--- src/scgc_map.vh ---
`ifndef SCGC_MAP_VH
`define SCGC_MAP_VH
// register indices; byte address is four times the index
`define SCGC_IDX_EQ_CTL 6'h2E
`define SCGC_IDX_EQ_COEF 6'h2F
`define SCGC_IDX_SC_CTL 6'h30
`define SCGC_IDX_SC_TIME 6'h31
`define SCGC_IDX_SC_FILT 6'h32
`define SCGC_IDX_ENC_DATA 6'h33
`define SCGC_IDX_SD_CTL 6'h34
`define SCGC_IDX_SD_NOISE 6'h35
`define SCGC_IDX_DEC_DATA 6'h36
`define SCGC_IDX_STATUS 6'h37
`define SCGC_IDX_GC_CTL 6'h38
`define SCGC_IDX_GC_ATT 6'h39
`define SCGC_IDX_GC_INIT 6'h3A
`define SCGC_IDX_GC_SPEED 6'h3B
`define SCGC_IDX_GC_MAX 6'h3C
`define SCGC_IDX_GC_DECAY 6'h3D
`define SCGC_IDX_IRQ_STAT 6'h3E
`define SCGC_IDX_IRQ_MASK 6'h3F
// field positions
`define SCGC_EQ_EN_BIT 15
`define SCGC_EQ_ADR_HI 13
`define SCGC_EQ_ADR_LO 8
`define SCGC_SC_EN_BIT 15
`define SCGC_SC_Q1_BIT 14
`define SCGC_SC_VC_BIT 13
`define SCGC_SC_Q0_BIT 12
`define SCGC_SC_VOX_BIT 11
`define SCGC_SC_GAP_BIT 10
`define SCGC_SD_EN_BIT 15
`define SCGC_SD_CS_BIT 14
`define SCGC_SD_SCI_BIT 8
`define SCGC_SD_CP_BIT 5
`define SCGC_SD_CN_BIT 4
`define SCGC_SD_SPD_HI 1
`define SCGC_SD_SPD_LO 0
`define SCGC_GC_EN_BIT 15
// masks of writable bits
`define SCGC_SD_CTL_MASK 16'h8133
`define SCGC_SPD_MASK 16'h0003
`define SCGC_NOISE_MASK 16'h7FFF
`define SCGC_ZERO16 16'h0000
`define SCGC_EQ_NUM 36
`define SCGC_IRQ_ENC 0
`define SCGC_IRQ_DRQ 1
`endif

--- src/scgc_regs.v ---
// Operation
// - equalizer control bit 15 enables the filter; register resets to zero
// - six-bit index bits 13..8 selects A1-A9, B2-B9, C1, D1-D17, C2
// - quality bits 14,12: 00 3300 avg, 10 10300 fixed, 11 5600 fixed
// - coder control holds enable, voice start, vox, gap bits, two input fields
// - coder time in 32 ms units; minimum level 16384 means 0 dB
// - low-pass equals 256 over time constant; gap time in 2 ms units
// - register transfer places each encoder word in encoder data register
// - change-speed bit reads zero; when written 1 only speed field updates
// - transfer select clear uses memory; set uses encoder/decoder data registers
// - gap compression skips gaps in replay; separate comfort noise enable
// - speed 00 normal, 01 half, 10 one and a half, 11 double
// - comfort noise level is linear scale 0 to 7FFF
// - gain control has enable bit and two input select fields
// - attenuation parameter linear, 32767 meaning 0 dB
// - low and high adaptation speeds scaled by 8192 and 256
// - decay parameter equals 256 over decay time constant
`timescale 1ns/100ps
`default_nettype none
`include "scgc_map.vh"
module scgc_regs #(
	parameter EQ_NUM = `SCGC_EQ_NUM
) (
	input wire pclk,
	input wire presetn,
	input wire psel,
	input wire penable,
	input wire pwrite,
	input wire [7:0] paddr,
	input wire [31:0] pwdata,
	output reg [31:0] prdata,
	output reg pready,
	output reg pslverr,
	input wire enc_word_valid,
	input wire [15:0] enc_word,
	input wire dec_word_req,
	output reg [15:0] dec_word,
	output reg dec_word_valid,
	output reg eq_enable,
	output reg [5:0] eq_coef_index,
	output reg [15:0] eq_coef_value,
	output reg [15:0] coder_ctl,
	output reg [15:0] coder_time_level,
	output reg [15:0] coder_filter_gap,
	output reg [15:0] decoder_ctl,
	output reg [15:0] decoder_noise,
	output reg [15:0] gain_ctl,
	output reg [15:0] gain_att,
	output reg [15:0] gain_init,
	output reg [15:0] gain_speed,
	output reg [15:0] gain_max,
	output reg [15:0] gain_decay,
	output reg irq
);
////////////////////////////////////////////////////////////////////////////////
reg [15:0] eq_ctl_reg;
reg [15:0] coef_mem [0:EQ_NUM-1];
reg [15:0] sc_ctl_reg;
reg [15:0] sc_time_reg;
reg [15:0] sc_filt_reg;
reg [15:0] enc_data_reg;
reg [15:0] sd_ctl_reg;
reg [15:0] sd_noise_reg;
reg [15:0] dec_data_reg;
reg [15:0] gc_ctl_reg;
reg [15:0] gc_att_reg;
reg [15:0] gc_init_reg;
reg [15:0] gc_speed_reg;
reg [15:0] gc_max_reg;
reg [15:0] gc_decay_reg;
reg drq_reg;
reg [1:0] irq_stat_reg;
reg [1:0] irq_mask_reg;
reg [1:0] irq_set;
wire access;
wire wr_en;
wire rd_en;
wire [5:0] idx;
wire mapped;
wire sci_mode;
wire [5:0] cur_index;
reg [15:0] rd_word;
reg [15:0] sd_ctl_next;
assign access = psel & penable & pready;
// refused accesses neither write nor clear anything
assign wr_en = access & pwrite & mapped;
assign rd_en = access & ~pwrite & mapped;
assign idx = paddr[7:2];
assign sci_mode = sd_ctl_reg[`SCGC_SD_SCI_BIT];
assign cur_index = eq_ctl_reg[`SCGC_EQ_ADR_HI:`SCGC_EQ_ADR_LO];
////////////////////////////////////////////////////////////////////////////////
// address decode, used by both read mux and error answer
function is_mapped;
	input [5:0] i;
	begin
		is_mapped = (i >= `SCGC_IDX_EQ_CTL) && (i <= `SCGC_IDX_IRQ_MASK)
			&& (paddr[1:0] == 2'h0);
	end
endfunction
assign mapped = is_mapped(idx);
// one strobe decode shared by every host-writable register
function wr_hit;
	input [5:0] i;
	begin
		wr_hit = wr_en && (idx == i);
	end
endfunction
////////////////////////////////////////////////////////////////////////////////
// no wait state: setup, then access answered at once
always @(posedge pclk or negedge presetn)
begin
	if (!presetn)
	begin
		pready <= 1'b0;
		pslverr <= 1'b0;
		prdata <= 32'h00000000;
	end
	else
	begin
		pready <= psel & ~penable;
		pslverr <= psel & ~penable & ~is_mapped(idx);
		if (psel & ~penable & ~pwrite)
			prdata <= mapped ? {16'h0000, rd_word} : 32'h00000000;
	end
end
////////////////////////////////////////////////////////////////////////////////
// change speed write merges only speed
always @*
begin
	if (pwdata[`SCGC_SD_CS_BIT])
		sd_ctl_next = (sd_ctl_reg & ~`SCGC_SPD_MASK) | (pwdata[15:0] & `SCGC_SPD_MASK);
	else
		sd_ctl_next = pwdata[15:0] & `SCGC_SD_CTL_MASK;
end
////////////////////////////////////////////////////////////////////////////////
always @*
begin
	case (idx)
		`SCGC_IDX_EQ_CTL: rd_word = eq_ctl_reg;
		`SCGC_IDX_EQ_COEF: rd_word = (cur_index < EQ_NUM) ? coef_mem[cur_index] : `SCGC_ZERO16;
		`SCGC_IDX_SC_CTL: rd_word = sc_ctl_reg;
		`SCGC_IDX_SC_TIME: rd_word = sc_time_reg;
		`SCGC_IDX_SC_FILT: rd_word = sc_filt_reg;
		`SCGC_IDX_ENC_DATA: rd_word = enc_data_reg;
		`SCGC_IDX_SD_CTL: rd_word = sd_ctl_reg;
		`SCGC_IDX_SD_NOISE: rd_word = sd_noise_reg;
		`SCGC_IDX_DEC_DATA: rd_word = dec_data_reg;
		`SCGC_IDX_STATUS: rd_word = {15'h0000, drq_reg};
		`SCGC_IDX_GC_CTL: rd_word = gc_ctl_reg;
		`SCGC_IDX_GC_ATT: rd_word = gc_att_reg;
		`SCGC_IDX_GC_INIT: rd_word = gc_init_reg;
		`SCGC_IDX_GC_SPEED: rd_word = gc_speed_reg;
		`SCGC_IDX_GC_MAX: rd_word = gc_max_reg;
		`SCGC_IDX_GC_DECAY: rd_word = gc_decay_reg;
		`SCGC_IDX_IRQ_STAT: rd_word = {14'h0000, irq_stat_reg};
		`SCGC_IDX_IRQ_MASK: rd_word = {14'h0000, irq_mask_reg};
		default: rd_word = `SCGC_ZERO16;
	endcase
end
////////////////////////////////////////////////////////////////////////////////
// coefficient store at current index
genvar g;
generate
	for (g = 0; g < EQ_NUM; g = g + 1)
	begin : coef_gen
		always @(posedge pclk or negedge presetn)
		begin
			if (!presetn)
				coef_mem[g] <= `SCGC_ZERO16;
			else if (wr_hit(`SCGC_IDX_EQ_COEF) && cur_index == g)
				coef_mem[g] <= pwdata[15:0];
		end
	end
endgenerate
////////////////////////////////////////////////////////////////////////////////
// enable and coefficient index
always @(posedge pclk or negedge presetn)
begin
	if (!presetn)
		eq_ctl_reg <= `SCGC_ZERO16;
	else if (wr_hit(`SCGC_IDX_EQ_CTL))
		eq_ctl_reg <= pwdata[15:0];
end
always @(posedge pclk or negedge presetn)
begin
	if (!presetn)
		sc_ctl_reg <= `SCGC_ZERO16;
	else if (wr_hit(`SCGC_IDX_SC_CTL))
		sc_ctl_reg <= pwdata[15:0];
end
always @(posedge pclk or negedge presetn)
begin
	if (!presetn)
		sc_time_reg <= `SCGC_ZERO16;
	else if (wr_hit(`SCGC_IDX_SC_TIME))
		sc_time_reg <= pwdata[15:0];
end
always @(posedge pclk or negedge presetn)
begin
	if (!presetn)
		sc_filt_reg <= `SCGC_ZERO16;
	else if (wr_hit(`SCGC_IDX_SC_FILT))
		sc_filt_reg <= pwdata[15:0] & `SCGC_NOISE_MASK;
end
always @(posedge pclk or negedge presetn)
begin
	if (!presetn)
		sd_ctl_reg <= `SCGC_ZERO16;
	else if (wr_hit(`SCGC_IDX_SD_CTL))
		sd_ctl_reg <= sd_ctl_next;
end
// noise scale, bit 15 reads zero
always @(posedge pclk or negedge presetn)
begin
	if (!presetn)
		sd_noise_reg <= `SCGC_ZERO16;
	else if (wr_hit(`SCGC_IDX_SD_NOISE))
		sd_noise_reg <= pwdata[15:0] & `SCGC_NOISE_MASK;
end
always @(posedge pclk or negedge presetn)
begin
	if (!presetn)
		gc_ctl_reg <= `SCGC_ZERO16;
	else if (wr_hit(`SCGC_IDX_GC_CTL))
		gc_ctl_reg <= pwdata[15:0];
end
always @(posedge pclk or negedge presetn)
begin
	if (!presetn)
		gc_att_reg <= `SCGC_ZERO16;
	else if (wr_hit(`SCGC_IDX_GC_ATT))
		gc_att_reg <= pwdata[15:0] & `SCGC_NOISE_MASK;
end
// compare level and initial gain
always @(posedge pclk or negedge presetn)
begin
	if (!presetn)
		gc_init_reg <= `SCGC_ZERO16;
	else if (wr_hit(`SCGC_IDX_GC_INIT))
		gc_init_reg <= pwdata[15:0];
end
always @(posedge pclk or negedge presetn)
begin
	if (!presetn)
		gc_speed_reg <= `SCGC_ZERO16;
	else if (wr_hit(`SCGC_IDX_GC_SPEED))
		gc_speed_reg <= pwdata[15:0];
end
// maximum gain and attenuation
always @(posedge pclk or negedge presetn)
begin
	if (!presetn)
		gc_max_reg <= `SCGC_ZERO16;
	else if (wr_hit(`SCGC_IDX_GC_MAX))
		gc_max_reg <= pwdata[15:0];
end
always @(posedge pclk or negedge presetn)
begin
	if (!presetn)
		gc_decay_reg <= `SCGC_ZERO16;
	else if (wr_hit(`SCGC_IDX_GC_DECAY))
		gc_decay_reg <= pwdata[15:0];
end
// interrupt mask, same layout as status
always @(posedge pclk or negedge presetn)
begin
	if (!presetn)
		irq_mask_reg <= 2'h0;
	else if (wr_hit(`SCGC_IDX_IRQ_MASK))
		irq_mask_reg <= pwdata[1:0];
end
////////////////////////////////////////////////////////////////////////////////
// encoder word capture only in register transfer mode
always @(posedge pclk or negedge presetn)
begin
	if (!presetn)
		enc_data_reg <= `SCGC_ZERO16;
	else if (enc_word_valid && sci_mode)
		enc_data_reg <= enc_word;
end
////////////////////////////////////////////////////////////////////////////////
// request flag: hardware set wins over host write clear
always @(posedge pclk or negedge presetn)
begin
	if (!presetn)
	begin
		drq_reg <= 1'b0;
		dec_data_reg <= `SCGC_ZERO16;
		dec_word <= `SCGC_ZERO16;
		dec_word_valid <= 1'b0;
	end
	else
	begin
		dec_word_valid <= 1'b0;
		if (wr_hit(`SCGC_IDX_DEC_DATA))
		begin
			dec_data_reg <= pwdata[15:0];
			dec_word <= pwdata[15:0];
			dec_word_valid <= sci_mode;
		end
		if (dec_word_req && sci_mode)
			drq_reg <= 1'b1;
		else if (wr_hit(`SCGC_IDX_DEC_DATA))
			drq_reg <= 1'b0;
	end
end
////////////////////////////////////////////////////////////////////////////////
// sticky events; read clears, but a new event in that cycle survives
always @*
begin
	irq_set = 2'h0;
	irq_set[`SCGC_IRQ_ENC] = enc_word_valid & sci_mode;
	irq_set[`SCGC_IRQ_DRQ] = dec_word_req & sci_mode;
end
always @(posedge pclk or negedge presetn)
begin
	if (!presetn)
	begin
		irq_stat_reg <= 2'h0;
		irq <= 1'b0;
	end
	else
	begin
		if (rd_en && idx == `SCGC_IDX_IRQ_STAT)
			irq_stat_reg <= irq_set;
		else
			irq_stat_reg <= irq_stat_reg | irq_set;
		irq <= |(irq_stat_reg & irq_mask_reg);
	end
end
////////////////////////////////////////////////////////////////////////////////
// registered copies to the processing core
always @(posedge pclk or negedge presetn)
begin
	if (!presetn)
	begin
		eq_enable <= 1'b0;
		eq_coef_index <= 6'h00;
		eq_coef_value <= `SCGC_ZERO16;
		coder_ctl <= `SCGC_ZERO16;
		coder_time_level <= `SCGC_ZERO16;
		coder_filter_gap <= `SCGC_ZERO16;
		decoder_ctl <= `SCGC_ZERO16;
		decoder_noise <= `SCGC_ZERO16;
		gain_ctl <= `SCGC_ZERO16;
		gain_att <= `SCGC_ZERO16;
		gain_init <= `SCGC_ZERO16;
		gain_speed <= `SCGC_ZERO16;
		gain_max <= `SCGC_ZERO16;
		gain_decay <= `SCGC_ZERO16;
	end
	else
	begin
		eq_enable <= eq_ctl_reg[`SCGC_EQ_EN_BIT];
		eq_coef_index <= cur_index;
		eq_coef_value <= (cur_index < EQ_NUM) ? coef_mem[cur_index] : `SCGC_ZERO16;
		coder_ctl <= sc_ctl_reg;
		coder_time_level <= sc_time_reg;
		coder_filter_gap <= sc_filt_reg;
		decoder_ctl <= sd_ctl_reg;
		decoder_noise <= sd_noise_reg;
		gain_ctl <= gc_ctl_reg;
		gain_att <= gc_att_reg;
		gain_init <= gc_init_reg;
		gain_speed <= gc_speed_reg;
		gain_max <= gc_max_reg;
		gain_decay <= gc_decay_reg;
	end
end
endmodule // scgc_regs
`default_nettype wire

--- config.mk ---
export PLATFORM = sky130hd
export DESIGN_NAME = scgc_regs
export DESIGN_NICKNAME = d
export VERILOG_FILES = /design/src/scgc_regs.v
export VERILOG_INCLUDE_DIRS = /design/src
export SDC_FILE = /design/constraint.sdc
export NUM_CORES = 1
export LEC_CHECK = 0
export BUFFER_PORTS_ARGS = -buffer_cell sky130_fd_sc_hd__buf_2
export CORE_ASPECT_RATIO = 1.4
export CORE_UTILIZATION = 35
export DETAILED_ROUTE_END_ITERATION = 10
export SETUP_SLACK_MARGIN = 0.2
export SLEW_MARGIN = 10
export SYNTH_ARGS = -nofsm -noshare
export SYNTH_HDL_FRONTEND = slang
export SYNTH_SLANG_ARGS = --single-unit
--- constraint.sdc ---
create_clock -name pclk -period 3 [get_ports pclk]
set_input_delay 0.6 -clock pclk [delete_from_list [all_inputs] [get_ports pclk]]
set_output_delay 0.6 -clock pclk [all_outputs]
set_load 0.02 [all_outputs]
Word level (Yosys, flattened, before mapping)
Index checks and enable logic that the tools add are counted.
{"block": "word_totals", "register_bits": 1034, "elab_cells": 218, "in_bits": 63, "out_inout_bits": 251}
{"block": "classes", "n_eq_ne": 53, "muxes": 11, "magnitude_cmp": 4, "n_reduce_logical": 60, "n_bitwise": 18}
{"operator": "16-bit one-hot mux with 18 select lines", "n": 1}
{"operator": "6-bit == test, second input constant", "n": 22}
{"operator": "16-bit binary-select mux with 6-bit select", "n": 1}
{"operator": "6-bit by 5-bit == test with 1-bit output, second input constant", "n": 16}
{"operator": "16-bit 2-to-1 mux", "n": 5}
{"operator": "1-bit logical AND", "n": 56}
{"operator": "6-bit by 4-bit == test with 1-bit output, second input constant", "n": 8}
{"operator": "6-bit by 3-bit == test with 1-bit output, second input constant", "n": 4}
{"operator": "16-bit by 2-bit bitwise OR with 16-bit output", "n": 1}
{"operator": "6-bit by 2-bit == test with 1-bit output, second input constant", "n": 2}
{"operator": "1-bit AND", "n": 11}
{"operator": "7-bit greater-or-equal comparator, second input constant", "n": 1}
{"operator": "6-bit NOT with 7-bit output", "n": 1}
{"operator": "6-bit by 1-bit == test with 1-bit output, second input constant", "n": 1}
{"operator": "6-bit greater-or-equal comparator, second input constant", "n": 1}
{"operator": "6-bit <= comparator, second input constant", "n": 1}
{"operator": "6-bit zero test", "n": 1}
{"operator": "6-bit less-than comparator, second input constant", "n": 1}
{"operator": "1-bit 2-to-1 mux", "n": 3}
{"operator": "1-bit NOT", "n": 3}
{"operator": "2-bit AND", "n": 1}
{"operator": "2-bit zero test", "n": 1}
{"operator": "2-bit 2-to-1 mux", "n": 1}
{"operator": "2-bit bitwise OR", "n": 1}
{"operator": "other kinds (2)", "n": 2}

Depth between registers and ports, before layout
{"block": "logic_depth", "word_depth": 7, "depth_mapped": 10, "mapped_depth_nobuf": 6}

Worst setup path after synthesis
Ideal clock, no wire load.
{"block": "synth_timing", "path_kind": "input -> register", "from": "in paddr[7]", "to": "reg coef_mem[117] (netlist bit)", "path_buffers": 2, "arrival_time_ns": 2.618, "cell_stages": 8, "slack_ns": 0.257, "setup_ns": 0.125, "required_time_ns": 2.875, "path_cell_list": "clkbuf_1 and4b_1 nor2b_1 nand3b_1 nor3_2 nand2_1 buf_2 mux2_2"}
{"block": "synth_via", "elab_chain_len": 6, "elab_cells_between_ends": 8, "classes_between": "order compare (2); eq/ne (1); bitwise (1); reduce/logical (4)"}
{"item": "start, declared", "line_no": "scgc_regs.v:29", "source": "input wire [7:0] paddr,"}
{"item": "6-bit greater-or-equal comparator (no source line) or 6-bit <= comparator (tied branches)"}
{"item": "1-bit logical AND (2 in series)", "line_no": "scgc_regs.v:96", "source": "is_mapped = (i >= `SCGC_IDX_EQ_CTL) && (i <= `SCGC_IDX_IRQ_MASK)"}
{"item": "1-bit AND", "line_no": "scgc_regs.v:86", "source": "assign wr_en = access & pwrite & mapped;"}
{"item": "1-bit logical AND *", "line_no": "scgc_regs.v:105", "source": "wr_hit = wr_en && (idx == i);"}
{"item": "1-bit logical AND *", "line_no": "scgc_regs.v:170", "source": "else if (wr_hit(`SCGC_IDX_EQ_COEF) && cur_index == g)"}
{"item": "end signal, assigned by index", "line_no": "scgc_regs.v:169", "source": "coef_mem[g] <= `SCGC_ZERO16;"}
{"item": "end signal, assigned by index", "line_no": "scgc_regs.v:171", "source": "coef_mem[g] <= pwdata[15:0];"}
{"item": "end, declared", "line_no": "scgc_regs.v:57", "source": "reg [15:0] coef_mem [0:EQ_NUM-1];"}
Mark *: on every way between the ends. The rest lies on a longest branch, timed or not.
A chain may end at the register's enable or synchronous reset.

Worst setup path in the final report
{"block": "layout_timing", "from": "reg eq_ctl_reg[8]", "to": "reg prdata[4]"}
{"block": "layout_via", "elab_chain_len": 7, "elab_cells_between_ends": 8, "classes_between": "order compare (1); mux (6); bitwise (1)"}
{"item": "start, declared", "line_no": "scgc_regs.v:56", "source": "reg [15:0] eq_ctl_reg;"}
{"item": "start signal, assigned", "line_no": "scgc_regs.v:180", "source": "eq_ctl_reg <= `SCGC_ZERO16;"}
{"item": "start signal, assigned", "line_no": "scgc_regs.v:182", "source": "eq_ctl_reg <= pwdata[15:0];"}
{"item": "6-bit NOT with 7-bit output (implied by the code)", "line_no": "scgc_regs.v:140", "source": "`SCGC_IDX_EQ_COEF: rd_word = (cur_index < EQ_NUM) ? coef_mem[cur_index] : `SCGC_ZERO16;"}
{"item": "16-bit binary-select mux with 6-bit select", "line_no": "scgc_regs.v:140"}
{"item": "16-bit 2-to-1 mux (implied by the code) (2 in series)", "line_no": "scgc_regs.v:140"}
{"item": "16-bit 2-to-1 mux (no source line) *"}
{"item": "16-bit one-hot mux with 18 select lines *", "line_no": "scgc_regs.v:138", "source": "case (idx)"}
{"item": "16-bit 2-to-1 mux *", "line_no": "scgc_regs.v:123", "source": "prdata <= mapped ? {16'h0000, rd_word} : 32'h00000000;"}
{"item": "end signal, assigned", "line_no": "scgc_regs.v:123"}
{"item": "end, declared", "line_no": "scgc_regs.v:31", "source": "output reg [31:0] prdata,"}
Mark *: on every way between the ends. The rest lies on a longest branch, timed or not. The select of a mux whose other input is x is not followed.

==> impl_metrics.tcl <==
set metrics [dict create \
    cts_max_level 3 \
    r2r-end "prdata[4]$_DFFE_PN0P_" \
    synthTopCellsByArea "dfrtp_1 (60%), mux2_2 (22%), mux4_2 (6.2%)" \
    overflow 0 \
    drv_slew 0 \
    synth_async_sr_flop_share_pct 100 \
    synth_top_area_cell "dfrtp_1" \
    die_y_um 409 \
    r2r_setup_slack_ns 0.27 \
    initial_core_util_pct 35.2 \
    arrival_ns 3.29 \
    crit_end "prdata[4]$_DFFE_PN0P_" \
    cts_made_buffers 92 \
    max-cap-violations 0 \
    finClkSkew_ns 0.0266 \
    io_pins 314 \
    globalRouteMet2Util_pct 35.9 \
    vias 24749 \
    synth.cell_area_um2 41400 \
    first_global_vias 25803 \
    grtUsageMet1_pct 22.8 \
    leakagePower_nw 25.0 \
    p_per_area_nw_per_um2 548 \
    drtIter0Drc 1551 \
    start_kind "flip-flop" \
    syn_area_per_cell_um2 15.2 \
    seq_area_frac_synth_pct 60.3 \
    synth_seq_cells 998 \
    hpwl_um 80800 \
    synth_top_area_share_pct 60.3 \
    post-place-ws_ns -0.0197 \
    ant_nets 0 \
    violations "design-rule violations" \
    grt_max_degree 114 \
    hold_path_class "input port to flip-flop" \
    grt-busiest-layer "met2" \
    placementRows 149 \
    fin_hold_ws_ns 0.118 \
    finalHoldViolations 0 \
    setup_violations 0 \
    crit_path_end_kind "flip-flop" \
    yosysWarnings 0 \
    synthCells 2732 \
    antenna_found_initial 0 \
    rr_worst_depth 9 \
    use_met3_pct 2.10 \
    startpoint "eq_ctl_reg[8]$_DFFE_PN0P_" \
    grt_setup_unrepaired "yes" \
    cts_tree "built" \
    yosysUniqueCellTypes 53 \
    place_inst 4573 \
    max_freq_mhz 366 \
    grt_pass1_wl_um 174000 \
    diodes 0 \
    io_buffers 268 \
    core_region_area_um2 118000 \
    top_register "coef_mem" \
    period_needed_ns 2.73 \
    drive_above_1_share_pct 49.7 \
    vias_per_cell 5.21 \
    largest_register_ffs 576 \
    routabilityCongestion 0.890 \
    nFillCells 10660 \
    wire_per_inst_um 24.3 \
    required_ns 3.56 \
    ir_drop_mv 0.419 \
    drt_pass1_iterations 9 \
    synth_ff_type "dfrtp_1" \
    place_area_um2 46000 \
    worstSkewPairLatency_ns 0.70 \
    grt_usage_pct 19.5 \
    clock-root-buffer "clkbuf_16" \
    crit_path_top_delay_cell "mux4_2" \
    fin_crit_sh_pct 91.1 \
    status "finished with violations" \
    clockBufferDepth 3 \
    synthToLayoutAreaGrowth_pct 19.3 \
    crit_chain "buf_12 -> buf_4 -> mux4_2 -> a22o_1 -> o21ai_0 -> buf_4 -> o2111ai_1 -> a211oi_1 -> o21ai_0" \
    critPathKind "flip-flop to flip-flop" \
    post-route-drc-count 1 \
    synth_edf_count 0 \
    instances_no_fill 4749 \
    die_area_um2 120000 \
    clk_pin_slew_ns 0.07 \
    fin_nets 3150 \
    final_area_um2 49400 \
    die_width_um 293 \
    worst_pin_slew_ns 1.10 \
    cp_max_fo 30 \
    clock_sinks 998 \
    max_slew_margin_pct 26.5 \
    setup_slack_ns 0.267 \
    slowest_delay_ns 0.48 \
    wirelength_um 116000 \
    worstReg2RegStart "eq_ctl_reg[8]$_DFFE_PN0P_" \
]
==> layout make-up <==
| cell class | instances | area [um2] | area share (%) |
|---|---|---|---|
| clock inverter | 38 | 561 | 1.13 |
| inverter | 7 | 26.3 | 0.0532 |
| multi-input combinational | 1501 | 15400 | 31.3 |
| tap | 1585 | 1980 | 4.02 |
| clock buffer | 133 | 2780 | 5.63 |
| timing repair buffer | 487 | 3620 | 7.33 |
| sequential | 998 | 25000 | 50.6 |
==> kinds of logic after synthesis <==
kind of cell | after synthesis | share of synthesized area (%)
flops | 998 | 60.3
mux | 985 | 29.7
buf+inv | 261 | 2.76
simple gates | 257 | 2.98
compound gates | 230 | 4.30
other cells | 1 | 0.00906
==> worst max-delay path, delay by kind of cell, from the launching register on <==
family | cells | cell delay [ns]
multiplexers | 1 | 0.48
flip-flops | 1 | 0.44
buffers and inverters | 3 | 0.58
AO/OA/AOI/OAI | 5 | 1.02
==> per-layer routing <==
metal / wire [um] / vias to the layer above / share of wire [%]
li1: - / 10696 / -
met1: 44700 / 13173 / 39
met2: 62400 / 669 / 54
met3: 4060 / 211 / 3.5
met4: 4410 / 0 / 3.8
met5: 0 / - / 0
==> Yosys cell counts, drive strengths merged (2+ instances only) <==
| cell | count |
|---|---|
| and3 | 8 |
| and2 | 15 |
| mux4 | 114 |
| nor4 | 3 |
| nand4 | 9 |
| a22oi | 93 |
| nor3 | 7 |
| o2111ai | 6 |
| inv | 7 |
| mux2 | 794 |
| o221ai | 2 |
| and4b | 3 |
| a211oi | 10 |
| dfrtp | 998 |
| a21oi | 17 |
| a31oi | 3 |
| mux2i | 77 |
| a22o | 23 |
| a222oi | 15 |
| clkbuf | 161 |
| o211ai | 3 |
| nand2 | 140 |
| nor2b | 12 |
| nor2 | 17 |
| a221oi | 16 |
| o221a | 5 |
| o21ai | 19 |
| or3 | 2 |
| nand3b | 4 |
| nor3b | 4 |
| nand2b | 5 |
| buf | 93 |
| nand3 | 23 |
| o2bb2ai | 8 |
| a2111o | 5 |
==> cells in the final DEF (no fill, tap or decap), types with 26 or more instances in the layout <==
cell       synthesis  routed
mux2i_1           77      77
conb_1             1      29
buf_2             44     267
buf_12             0      49
mux4_2           114     114
clkbuf_8           0      26
buf_4             29     168
a22oi_1           93      93
dfrtp_1          998     996
mux2_2           794     794
nand2_1          140     140
clkbuf_16          0      95
==> repair_timing <==
action,in CTS,in global routing
resized for setup,1,4
endpoints found under the setup margin,1,7
hold endpoints to repair,50,0
hold buffers,1,0
buffers inserted,0,4
==> worst min path at each step <==
stage | to | slack [ns] | start | cells after the start
CTS | pready$_DFF_PN0_ | 0.07 | penable | 2
floorplan | coder_ctl[0]$_DFF_PN0_ | 0.30 | presetn | 0
finish | pready$_DFF_PN0_ | 0.12 | penable | 2
detailed placement | gain_decay[10]$_DFF_PN0_ | 0.38 | gc_decay_reg[10]$_DFFE_PN0P_ | 0
global placement | gain_ctl[7]$_DFF_PN0_ | 0.38 | gc_ctl_reg[7]$_DFFE_PN0P_ | 0
global route | pready$_DFF_PN0_ | 0.11 | penable | 2
==> power breakdown <==
| part | switching (mW) | internal (mW) | leakage (nW) |
|---|---|---|---|
| Sequential | 0.00722 | 13.5 | 13.9 |
| Clock | 5.27 | 7.59 | 1.66 |
| Combinational | 0.599 | 0.139 | 9.42 |
==> through the flow <==
| stage | util [%] | setup TNS (ns) | power, mW |
|---|---|---|---|
| after floorplan | - | 0 | 14.0 |
| after global placement | 39.1 | -0.0124 | 14.5 |
| after detailed placement | 39.1 | -0.0197 | 14.5 |
| after CTS | 41.9 | 0 | 27.4 |
| after global routing | 42.0 | 0 | 27.9 |
| final | 42.0 | 0 | 27.1 |
No activity file was read; power rests on OpenSTA's default activity.
